**src/isnv_pkg.sv**
```systemverilog
// Constants, state codes and timing counts for the two-wire slave front end.
// Assumes a 100 MHz system clock; the serial lines arrive from outside its domain.
//
// Behaviour
// RULE1: Master starts a new transfer only while the bus is idle.
// RULE2: Data line only changes while clock low; device drive holds steady while clock high.
// RULE3: Data transition while clock high is START or STOP, never a data bit.
// RULE4: Master makes every clock; device is slave only and never drives clock.
// RULE5: START is data falling with clock high; all activity ignored before it.
// RULE6: STOP is data rising with clock high; it ends any current operation.
// RULE7: Master ends every operation with a STOP.
// RULE8: Receiver acknowledges each byte by holding data low over ninth clock.
// RULE9: Matching address byte after START gets an acknowledge in ninth clock.
// RULE10: In a write transfer every further received byte is acknowledged.
// RULE11: Read mode sends eight bits, releases data, samples master acknowledge in ninth clock.
// RULE12: Master acknowledge continues sending; no acknowledge stops sending until STOP.
// RULE13: STOP after stored-setting write starts program cycle lasting at most 5 ms.
// RULE14: During program cycle the interface is deaf and data line stays released.
// RULE15: Master may poll with START plus address until acknowledged.
// RULE16: Address acknowledge withheld while program cycle runs, given after it ends.
// RULE17: Master waits 1 ms after supply stable before any operation; the bench waits only PWR_WAIT, 100 cycles (1 us).
// RULE18: Address byte is five-bit type, two pin bits, then direction bit.
// RULE19: Respond only when the two address bits match the address pins.
// RULE20: Access register at 02h selects wiper with 80h, stored setting with 00h.
// RULE21: Wiper writes keep seven low bits; top bit always reads zero.
// RULE22: Clock and data sampled synchronously; events come from sampled edges.
// RULE23: Busy flag set at qualifying STOP, cleared by counter within maximum time.

package isnv_pkg;

	// ==========================================================
	// Byte addresses and selector values
	localparam logic [7:0] ACCESS_ADDR = 8'h02;
	localparam logic [7:0] WIPER_ADDR = 8'h00;
	localparam logic [7:0] SEL_WIPER = 8'h80;
	localparam logic [7:0] SEL_STORED = 8'h00;

	// ==========================================================
	// Address byte fields
	localparam int TYPE_MSB = 7;
	localparam int TYPE_LSB = 3;
	localparam int PIN_HIGH_BIT = 2;
	localparam int PIN_LOW_BIT = 1;
	localparam int DIR_BIT = 0;

	// ==========================================================
	// Reset values
	localparam logic [6:0] WIPER_RST = 7'h00;
	localparam logic [6:0] STORED_RST = 7'h00;

	// ==========================================================
	// Timing
	localparam int CLK_MHZ = 100;
	localparam int PROG_TIME_MS = 5;
	localparam int PROG_CYCLES = PROG_TIME_MS * 1000 * CLK_MHZ;
	localparam logic [3:0] BITS_PER_BYTE = 4'h8;
	localparam logic [3:0] LAST_TX_BIT = 4'h7;

	// ==========================================================
	// Protocol states
	typedef enum logic [4:0] {
		ST_IDLE = 5'h01,
		ST_RECV = 5'h02,
		ST_SACK = 5'h04,
		ST_SEND = 5'h08,
		ST_MACK = 5'h10
	} isnv_state_e;

endpackage

```
**src/isnv_sync.sv**
```systemverilog
// Two-stage synchroniser, one lane per bit.
// Assumes inputs are asynchronous to clk_sys; output is the second stage.
`timescale 1ns/1ps

module isnv_sync #(
	parameter int WIDTH = 4
) (
	// Clock, reset, enable
	input wire logic clk_sys,
	input wire logic sys_rst,
	input wire logic clkEn,
	// Lines
	input wire logic [WIDTH-1:0] async,
	output logic [WIDTH-1:0] synced
);

	// ==========================================================
	// Per-bit two flip-flop chains
	genvar gi;
	generate
		for (gi = 0; gi < WIDTH; gi++) begin : gLane
			logic meta_r;
			logic stab_r;
			always_ff @(posedge clk_sys) begin
				if (sys_rst) begin
					meta_r <= 1'b1;
					stab_r <= 1'b1;
				end else if (clkEn) begin
					meta_r <= async[gi];
					stab_r <= meta_r;
				end
			end
			assign synced[gi] = stab_r;
		end
	endgenerate

endmodule

```
**src/isnv_slave.sv**
```systemverilog
// Two-wire serial slave with access selector, wiper and stored-setting bytes,
// and a busy period after a stored-setting write.
// Assumes an external master drives the clock line; data is open drain.
`timescale 1ns/1ps

module isnv_slave #(
	parameter logic [4:0] DEV_TYPE = 5'h13, // Arbitrary type identifier
	parameter int PROG_CYCLES = isnv_pkg::PROG_CYCLES
) (
	// Clock, reset, enable
	input wire logic clk_sys,
	input wire logic sys_rst,
	input wire logic clkEn,
	// Serial lines
	input wire logic sclIn,
	input wire logic sdaIn,
	output logic sdaOut_r,
	output logic sdaOe_r,
	// Address straps
	input wire logic addressPinHigh,
	input wire logic addressPinLow,
	// Device state
	output logic [6:0] wiperPos_r,
	output logic [6:0] storedSetting_r,
	output logic busy_r
);

	// ==========================================================
	// Synchronised inputs and edge events
	logic [3:0] syncd;
	logic sclS, sdaS, pinHighS, pinLowS;
	logic sclD_r, sdaD_r;

	isnv_sync #(.WIDTH(4)) uSync (
		.clk_sys(clk_sys),
		.sys_rst(sys_rst),
		.clkEn(clkEn),
		.async({sclIn, sdaIn, addressPinHigh, addressPinLow}),
		.synced(syncd)
	); // see RULE22

	assign {sclS, sdaS, pinHighS, pinLowS} = syncd;

	// Previous sampled levels
	always_ff @(posedge clk_sys) begin
		if (sys_rst) begin
			sclD_r <= 1'b1;
			sdaD_r <= 1'b1;
		end else if (clkEn) begin
			sclD_r <= sclS;
			sdaD_r <= sdaS;
		end
	end

	// Data edges with clock high are conditions, not bits
	wire startEv = clkEn & sclS & sclD_r & sdaD_r & ~sdaS; // see RULE3 see RULE5
	wire stopEv = clkEn & sclS & sclD_r & ~sdaD_r & sdaS; // see RULE3 see RULE6
	wire sclRise = clkEn & sclS & ~sclD_r;
	wire sclFall = clkEn & ~sclS & sclD_r;

	// ==========================================================
	// Protocol state
	isnv_pkg::isnv_state_e state_r;
	logic [3:0] bitCnt_r;
	logic [1:0] byteIdx_r;
	logic [7:0] rxShift_r, txShift_r, regAddr_r;
	logic dirRead_r, selStored_r, mackOk_r, nvPending_r;
	logic [6:0] staged_r;
	logic [31:0] progCnt_r;

	wire inRecv = (state_r == isnv_pkg::ST_RECV);
	wire byteDone = inRecv & sclFall & (bitCnt_r == isnv_pkg::BITS_PER_BYTE);
	wire typeHit = (rxShift_r[isnv_pkg::TYPE_MSB:isnv_pkg::TYPE_LSB] == DEV_TYPE); // see RULE18
	wire pinHit = (rxShift_r[isnv_pkg::PIN_HIGH_BIT] == pinHighS) &
		(rxShift_r[isnv_pkg::PIN_LOW_BIT] == pinLowS); // see RULE19
	wire addrHit = typeHit & pinHit;
	wire isAccess = (regAddr_r == isnv_pkg::ACCESS_ADDR);
	wire isWiper = (regAddr_r == isnv_pkg::WIPER_ADDR);
	// Readback keeps the top bit zero
	wire [7:0] txByte = {1'b0, selStored_r ? storedSetting_r : wiperPos_r}; // see RULE21
	wire lastTx = (bitCnt_r == isnv_pkg::LAST_TX_BIT);
	wire progDone = (progCnt_r == 32'h00000001);

	// ==========================================================
	// Bus state machine
	always_ff @(posedge clk_sys) begin
		if (sys_rst) begin
			state_r <= isnv_pkg::ST_IDLE;
			bitCnt_r <= 4'h0;
			byteIdx_r <= 2'h0;
			rxShift_r <= 8'h00;
			txShift_r <= 8'h00;
			regAddr_r <= 8'h00;
			dirRead_r <= 1'b0;
			mackOk_r <= 1'b0;
			sdaOe_r <= 1'b0;
		end else if (stopEv) begin
			state_r <= isnv_pkg::ST_IDLE; // see RULE6
			sdaOe_r <= 1'b0;
		end else if (startEv) begin
			// Deaf while programming, so polling gets no acknowledge
			state_r <= busy_r ? isnv_pkg::ST_IDLE : isnv_pkg::ST_RECV; // see RULE14 see RULE16
			bitCnt_r <= 4'h0;
			byteIdx_r <= 2'h0;
			sdaOe_r <= 1'b0;
		end else begin
			unique case (state_r)
				isnv_pkg::ST_IDLE: begin
					sdaOe_r <= 1'b0;
				end
				isnv_pkg::ST_RECV: begin
					if (sclRise) begin
						rxShift_r <= {rxShift_r[6:0], sdaS};
						bitCnt_r <= bitCnt_r + 4'h1;
					end else if (byteDone) begin
						if (byteIdx_r != 2'h0) begin
							state_r <= isnv_pkg::ST_SACK; // see RULE10
							sdaOe_r <= 1'b1;
							if (byteIdx_r == 2'h1) begin
								regAddr_r <= rxShift_r;
							end
							if (byteIdx_r == 2'h1) begin
								byteIdx_r <= 2'h2;
							end
						end else if (addrHit) begin
							state_r <= isnv_pkg::ST_SACK; // see RULE9
							sdaOe_r <= 1'b1; // see RULE8
							dirRead_r <= rxShift_r[isnv_pkg::DIR_BIT];
							byteIdx_r <= 2'h1;
						end else begin
							state_r <= isnv_pkg::ST_IDLE;
						end
					end
				end
				isnv_pkg::ST_SACK: begin
					// Acknowledge held until the ninth clock falls; drive moves only after falls, see RULE2
					if (sclFall) begin
						bitCnt_r <= 4'h0;
						if (dirRead_r) begin
							state_r <= isnv_pkg::ST_SEND;
							txShift_r <= txByte;
							sdaOe_r <= ~txByte[7];
						end else begin
							state_r <= isnv_pkg::ST_RECV;
							sdaOe_r <= 1'b0;
						end
					end
				end
				isnv_pkg::ST_SEND: begin
					if (sclFall) begin
						if (lastTx) begin
							state_r <= isnv_pkg::ST_MACK; // see RULE11
							sdaOe_r <= 1'b0;
						end else begin
							txShift_r <= {txShift_r[6:0], 1'b0};
							bitCnt_r <= bitCnt_r + 4'h1;
							sdaOe_r <= ~txShift_r[6];
						end
					end
				end
				isnv_pkg::ST_MACK: begin
					if (sclRise) begin
						mackOk_r <= ~sdaS; // see RULE11
					end else if (sclFall) begin
						bitCnt_r <= 4'h0;
						if (mackOk_r) begin
							state_r <= isnv_pkg::ST_SEND; // see RULE12
							txShift_r <= txByte;
							sdaOe_r <= ~txByte[7];
						end else begin
							state_r <= isnv_pkg::ST_IDLE; // see RULE12
							sdaOe_r <= 1'b0;
						end
					end
				end
			endcase
		end
	end

	// ==========================================================
	// Register writes on data bytes
	wire dataByte = byteDone & (byteIdx_r == 2'h2);

	always_ff @(posedge clk_sys) begin
		if (sys_rst) begin
			selStored_r <= 1'b0;
			wiperPos_r <= isnv_pkg::WIPER_RST;
			staged_r <= isnv_pkg::STORED_RST;
			nvPending_r <= 1'b0;
		end else if (startEv) begin
			nvPending_r <= 1'b0;
		end else if (dataByte & isAccess) begin
			if (rxShift_r == isnv_pkg::SEL_WIPER) begin
				selStored_r <= 1'b0; // see RULE20
			end else if (rxShift_r == isnv_pkg::SEL_STORED) begin
				selStored_r <= 1'b1; // see RULE20
			end
		end else if (dataByte & isWiper & ~selStored_r) begin
			wiperPos_r <= rxShift_r[6:0]; // see RULE21
		end else if (dataByte & isWiper & selStored_r) begin
			staged_r <= rxShift_r[6:0];
			nvPending_r <= 1'b1;
		end
	end

	// ==========================================================
	// Program cycle timer
	always_ff @(posedge clk_sys) begin
		if (sys_rst) begin
			busy_r <= 1'b0;
			progCnt_r <= 32'h0;
			storedSetting_r <= isnv_pkg::STORED_RST;
		end else if (stopEv & nvPending_r & ~busy_r) begin
			busy_r <= 1'b1; // see RULE13 see RULE23
			progCnt_r <= 32'(PROG_CYCLES);
			storedSetting_r <= staged_r;
		end else if (clkEn & busy_r) begin
			progCnt_r <= progCnt_r - 32'h1;
			busy_r <= ~progDone; // see RULE23
		end
	end

	// Data line only ever pulled low
	always_ff @(posedge clk_sys) begin
		if (sys_rst) begin
			sdaOut_r <= 1'b0;
		end else begin
			sdaOut_r <= 1'b0;
		end
	end
endmodule

```
**config.mk**
```make
export PLATFORM = sky130hd
export DESIGN_NAME = isnv_slave
export DESIGN_NICKNAME = d
export VERILOG_FILES = /design/src/isnv_pkg.sv /design/src/isnv_sync.sv /design/src/isnv_slave.sv
export SDC_FILE = /design/constraint.sdc
export NUM_CORES = 1
export LEC_CHECK = 0
export BUFFER_PORTS_ARGS = -buffer_cell sky130_fd_sc_hd__buf_2
export CAP_MARGIN = 20
export CORE_MARGIN = 2
export CORE_UTILIZATION = 53
export CTS_BUF_LIST = sky130_fd_sc_hd__clkbuf_4
export DETAILED_ROUTE_END_ITERATION = 8
export GPL_TIMING_DRIVEN = 0
export PLACE_DENSITY = 0.75
export SLEW_MARGIN = 20
export SYNTH_ARGS = -nofsm -noshare
export SYNTH_HDL_FRONTEND = slang
export SYNTH_SLANG_ARGS = --single-unit
```
**constraint.sdc**
```tcl
create_clock -name clk_sys -period 3.08 [get_ports clk_sys]
set_input_delay 0.154 -clock clk_sys [delete_from_list [all_inputs] [get_ports clk_sys]]
set_output_delay 0.154 -clock clk_sys [all_outputs]
set_load 0.1 [all_outputs]
```
==> results of run 1 <==
-- registers in the layout (all words and copies together) (netlist names), 2 cells and up --
signal and cells:
uSync.gLane.meta_r 4, txShift_r 7, progCnt_r 32, regAddr_r 8, wiperPos_r 7, uSync.gLane.stab_r 4, rxShift_r 8, storedSetting_r 7
byteIdx_r 2, state_r 5, bitCnt_r 4, staged_r 7
-- area by class of cell --
class                      count  area, um2
buffer                        25        108
clock buffer                  10       75.1
clock inverter                 6       62.6
fill                         775       3550
inverter                      13       48.8
multi-input combinational    376       2440
sequential                   103       2060
tap                          108        135
timing repair buffer          26        150
-- timing repair --
| action | 4_1_cts | 5_1_grt |
|---|---|---|
| hold buffers | 4 | 0 |
| gates resized for setup | 0 | 0 |
| endpoints found under the hold margin | 4 | 0 |
-- placed cells by master (no fill, tap or decap), types with 3 or more instances in the layout --
master / netlist / routed
a21oi_1: 24 / 24
ha_1: 4 / 4
or4_1: 6 / 6
nand2b_1: 7 / 7
nor4b_1: 3 / 3
clkbuf_4: 0 / 10
a21boi_0: 3 / 3
clkbuf_1: 20 / 20
nand4_1: 6 / 6
nand3b_1: 4 / 4
nand3_1: 16 / 16
inv_6: 0 / 3
dlygate4sd3_1: 0 / 4
nor2_1: 78 / 78
nor4_1: 13 / 12
or3_1: 6 / 6
o21ai_0: 3 / 3
and3b_1: 3 / 3
a311oi_1: 3 / 3
nor3_1: 15 / 15
o211ai_1: 3 / 3
xor2_1: 16 / 16
mux2i_1: 60 / 60
or2_2: 6 / 6
dfxtp_1: 103 / 103
xnor2_1: 17 / 17
nand2_1: 46 / 46
inv_1: 12 / 12
a211oi_1: 4 / 4
buf_2: 2 / 24
-- through the flow --
stage / cells / total power [uW] / cell area [um2]
after detailed placement: 647 / 1460 / 4900
after CTS: 667 / 2130 / 5080
after global placement: 647 / 1460 / 4900
after floorplan: 517 / 1430 / 4650
after global routing: 667 / 2190 / 5090
final: 667 / 2110 / 5090
-- logic make-up (layout without fill, tap and decap cells) --
group | Yosys count | in the layout | synth area share
mux | 60 | 60 | 0.129
simple gates | 224 | 224 | 0.243
buf+inv | 38 | 80 | 0.0336
compound gates | 54 | 54 | 0.0772
flops | 103 | 103 | 0.443
fa+ha+maj | 4 | 4 | 0.0108
other cells | 1 | 1 | 0.000806
xor+xnor | 33 | 33 | 0.0621
-- final timing paths --
kind                               startpoint            end  slack [ns]  cells after the start
worst max-delay path            progCnt_r[13]  progCnt_r[31]        0.39                      7
worst min-delay path                  sys_rst    bitCnt_r[3]        0.05                      3
worst max register to register  progCnt_r[13]  progCnt_r[31]        0.39                      7
worst min register to register    staged_r[3]    staged_r[3]        0.48                      2
-- where the power goes --
group | internal (uW) | total (uW) | leakage (uW) | switching, uW
clock | 199 | 676 | 0.0000767 | 478
sequential | 1340 | 1350 | 0.000831 | 7.75
combinational | 26.4 | 84.8 | 0.00104 | 58.3
total | 1570 | 2110 | 0.00194 | 544
-- worst max-delay path: stages (launching register included) --
cell and delay (ns):
dfxtp_1 0.39, or4_4 0.52, buf_6 0.14, or4b_1 0.50, buf_2 0.18, or3_4 0.38
or3_1 0.35, a21oi_1 0.16
-- per-layer routing --
layer | track usage | vias to the layer above | share of wire
met5 | 0 | - | 0
met4 | 0.0769 | 0 | 0.022
li1 | - | 1884 | -
met2 | 0.375 | 61 | 0.50
met3 | 0.0482 | 18 | 0.030
met1 | 0.253 | 1782 | 0.45
==> flow_summary.json, run 1 <==
{
  "ys_seq_elements": 103,
  "worst-setup-path-type": "flop to flop",
  "first_pass_iters": 4,
  "required_ns": 3.46,
  "clockBufferDepth": 2,
  "period_share": 0.873,
  "ios": 24,
  "setup_viol_count_final": 0,
  "rsz0062_at_grt": "false",
  "yosysTopAreaCell": "dfxtp_1",
  "dieArea_um2": 9540,
  "drive_above_1_share": 0.0984,
  "run_status": "complete, no violations",
  "arrival_ns": 3.07,
  "insertedDiodeCount": 0,
  "die-width_um": 97.7,
  "synth.distinct_cells": 54,
  "vdd_drop_max_mv": 0.255,
  "avgSynthCellArea_um2": 9.00,
  "start_util": 0.539,
  "area_growth_pct": 9.33,
  "powerDensity_nw_per_um2": 415,
  "cts_tree": "done",
  "row_count": 34,
  "final_util": 0.589,
  "worst_pin_slew_ns": 1.06,
  "die_y_um": 97.7,
  "dp_worst_setup_slack_ns": 0.296,
  "slew_viol_final": 0,
  "synth-main-ff-cell": "dfxtp_1",
  "syn-cell-area_um2": 4650,
  "period_needed_ns": 2.69,
  "crit_fanout": 7,
  "clk_latency_ns": 0.45,
  "post-cts-setup-buffers": 0,
  "yosysMostFrequentCell": "dfxtp_1",
  "max_cap_viol_count": 0,
  "fmax_mhz": 372,
  "drc_errors": 0,
  "antenna_found_initial": 0,
  "holdWs_ns": 0.0504,
  "gp_congestion": 0.891,
  "hpwlAfterDp_mm": 7.24,
  "totalWireLength_mm": 9.89,
  "p_leak_uw": 0.00194,
  "ys_seq_area_frac": 0.443,
  "layout.nets": 565,
  "hold_violations": 0,
  "drt-vias-per-instance": 5.61,
  "h-tree-depth": 3,
  "slew_headroom": 0.285,
  "yosys-top-cells-count": "103 x dfxtp_1, 78 x nor2_1, 60 x mux2i_1, 46 x nand2_1, 24 x a21oi_1",
  "synth_top_area_frac": 0.443,
  "setup_ws_ns": 0.392,
  "syn_nets": 528,
  "cts-root-buf": "clkbuf_4",
  "drt-initial-drc-count": 164,
  "worstSetupStartpointType": "flop",
  "finalClockSkew_ns": 0.0222,
  "vias": 3745,
  "wl_per_cell_um": 14.8,
  "io_buffers": 22,
  "ant_nets": 0,
  "overflow": 0,
  "grtUsageTotal": 0.213,
  "ys_async_sr_fraction": 0,
  "cts_made_buffers": 9,
  "synth-edff-count": 0,
  "crit_path_end_kind": "flop",
  "synthCells": 517,
  "hold_class": "input pin to flop",
  "grt_first_pass_wirelength_mm": 16.8,
  "synth_area_leaders": "dfxtp_1 44%, mux2i_1 13%, nor2_1 6.3%",
  "fin_setup_tns_ns": 0,
  "yosysWarningCount": 0,
  "grt_pass1_vias": 3642,
  "cts.sinks": 103,
  "cts.clk_slew.worst_paths_ns": 0.17,
  "core_area_um2": 8640,
  "grt_max_degree": 20
}
Note: power is estimated with default switching activity, not from simulation.
==> inputs of run 2 (changes only) <==
--- a/config.mk
+++ b/config.mk
@@ -5,14 +5,14 @@
 export SDC_FILE = /design/constraint.sdc
 export NUM_CORES = 1
 export LEC_CHECK = 0
-export BUFFER_PORTS_ARGS = -buffer_cell sky130_fd_sc_hd__buf_2
 export CAP_MARGIN = 20
 export CORE_MARGIN = 2
 export CORE_UTILIZATION = 53
 export CTS_BUF_LIST = sky130_fd_sc_hd__clkbuf_4
 export DETAILED_ROUTE_END_ITERATION = 8
+export DONT_BUFFER_PORTS = 1
 export GPL_TIMING_DRIVEN = 0
-export PLACE_DENSITY = 0.75
+export PLACE_DENSITY = 0.72
 export SLEW_MARGIN = 20
 export SYNTH_ARGS = -nofsm -noshare
 export SYNTH_HDL_FRONTEND = slang
==> run 2 against run 1 <==
Effect of this change: cell area down 1.4%; first-iteration DRC count up 41%; core utilization down 0.84 points; highest routed layer unchanged.
==> flow_summary.json, run 2 (synthesized netlist as in run 1, its figures left out) <==
{
  "run_status": "complete, no violations",
  "dpl_cell_area_um2": 4790,
  "hold_violations": 0,
  "fin_area_um2": 5010,
  "hold_class": "input pin to flop",
  "final_common_cell": "dfxtp_1",
  "start_util": 0.539,
  "die-width_um": 97.7,
  "antenna_found_initial": 0,
  "ant_nets": 0,
  "setup_viol_count_final": 0,
  "totalWireLength_mm": 9.94,
  "gp_congestion": 0.849,
  "clockBufferDepth": 2,
  "powerDensity_nw_per_um2": 433,
  "cts_made_buffers": 9,
  "setup_ws_ns": 0.323,
  "slew_viol_final": 0,
  "drc_errors": 0,
  "clk_latency_ns": 0.50,
  "cts.sinks": 103,
  "slew_headroom": 0.290,
  "top_regs": "progCnt_r: 32 flops, regAddr_r: 8 flops, rxShift_r: 8 flops",
  "post_cts_resized": 0,
  "layout.nets": 544,
  "drive_above_1_share": 0.0632,
  "row_count": 34,
  "drt-initial-drc-count": 232,
  "insertedDiodeCount": 0,
  "worst-setup-path-type": "flop to flop",
  "finalPower_uw": 2170,
  "final_cells": 646,
  "regMostFlops": "progCnt_r",
  "core_area_um2": 8640,
  "dp_worst_setup_slack_ns": 0.360,
  "worstSetupStartpointType": "flop",
  "first_pass_iters": 7,
  "vdd_drop_max_mv": 0.308,
  "fmax_mhz": 363,
  "h-tree-depth": 3,
  "grt_first_pass_wirelength_mm": 17.1,
  "period_share": 0.895,
  "period_needed_ns": 2.76,
  "area_growth_pct": 7.77,
  "drt-vias-per-instance": 5.66,
  "grtUsageTotal": 0.219,
  "finalClockSkew_ns": 0.0349,
  "dieArea_um2": 9540,
  "cts-root-buf": "clkbuf_4",
  "final_cell_mix": "102 x dfxtp_1, 78 x nor2_1, 60 x mux2i_1",
  "wl_per_cell_um": 15.4,
  "required_ns": 3.52,
  "worst_pin_slew_ns": 1.06,
  "grt_pass1_vias": 3626,
  "overflow": 0,
  "rsz0062_at_grt": "false",
  "crit_path_end_kind": "flop",
  "grt_max_degree": 23,
  "cts_tree": "done",
  "p_leak_uw": 0.00184,
  "max_cap_viol_count": 0,
  "crit_fanout": 9,
  "placed_cells": 625,
  "ios": 24,
  "final_util": 0.581,
  "io_buffers": 0,
  "hpwlAfterDp_mm": 7.18,
  "cts.clk_slew.worst_paths_ns": 0.19,
  "vias": 3654,
  "die_y_um": 97.7,
  "arrival_ns": 3.19,
  "largest_register_ffs": 32
}
==> run 2: path summary, 6_finish.rpt <==
check                                 start                 end  slack [ns]  depth (start not counted)
worst max-delay path                 busy_r       progCnt_r[31]        0.32                          7
worst min-delay path                sys_rst  storedSetting_r[6]        0.08                          2
worst max register to register       busy_r       progCnt_r[31]        0.32                          7
worst min register to register  staged_r[2]         staged_r[2]        0.48                          2
==> run 2: layout make-up <==
cell class                 instances  area [um2]
inverter                          13        48.8
clock buffer                       9        67.6
multi-input combinational        376        2440
sequential                       103        2060
fill                             777        3620
buffer                            25         108
clock inverter                     7        96.3
tap                              108         135
timing repair buffer               5        50.0
==> run 2: metal layers <==
layer	track usage	vias up	wire length (um)
li1	-	1849	-
met1	0.258	1731	4360
met2	0.395	60	5070
met3	0.0410	14	360
met4	0.0791	0	153
met5	0	-	0
==> run 2: what timing repair did <==
| action | CTS | global route |
|---|---|---|
| hold buffers | 5 | 0 |
| buffers inserted | 0 | 0 |
| endpoints found under the hold margin | 5 | 0 |
==> run 2: critical path, cell delays in order (launching register included) <==
cell       delay [ns]
dfxtp_2          0.80
nand4bb_1        0.18
clkbuf_1         0.23
or4_1            0.49
buf_2            0.17
or3_4            0.35
or3_1            0.35
a21oi_1          0.14
==> run 2: power by group <==
| group | switching [uW] | total (uW) | internal (uW) |
|---|---|---|---|
| registers | 7.96 | 1350 | 1340 |
| clock network | 535 | 740 | 205 |
| logic | 56.3 | 81.0 | 24.6 |
==> run 2: per-stage QoR <==
stage	hold WS (ns)	setup TNS, ns
floorplan	0.282	0
global placement	0.288	-0.495
detailed placement	0.292	0
CTS	0.0466	0
global route	0.0824	0
finish	0.0791	0
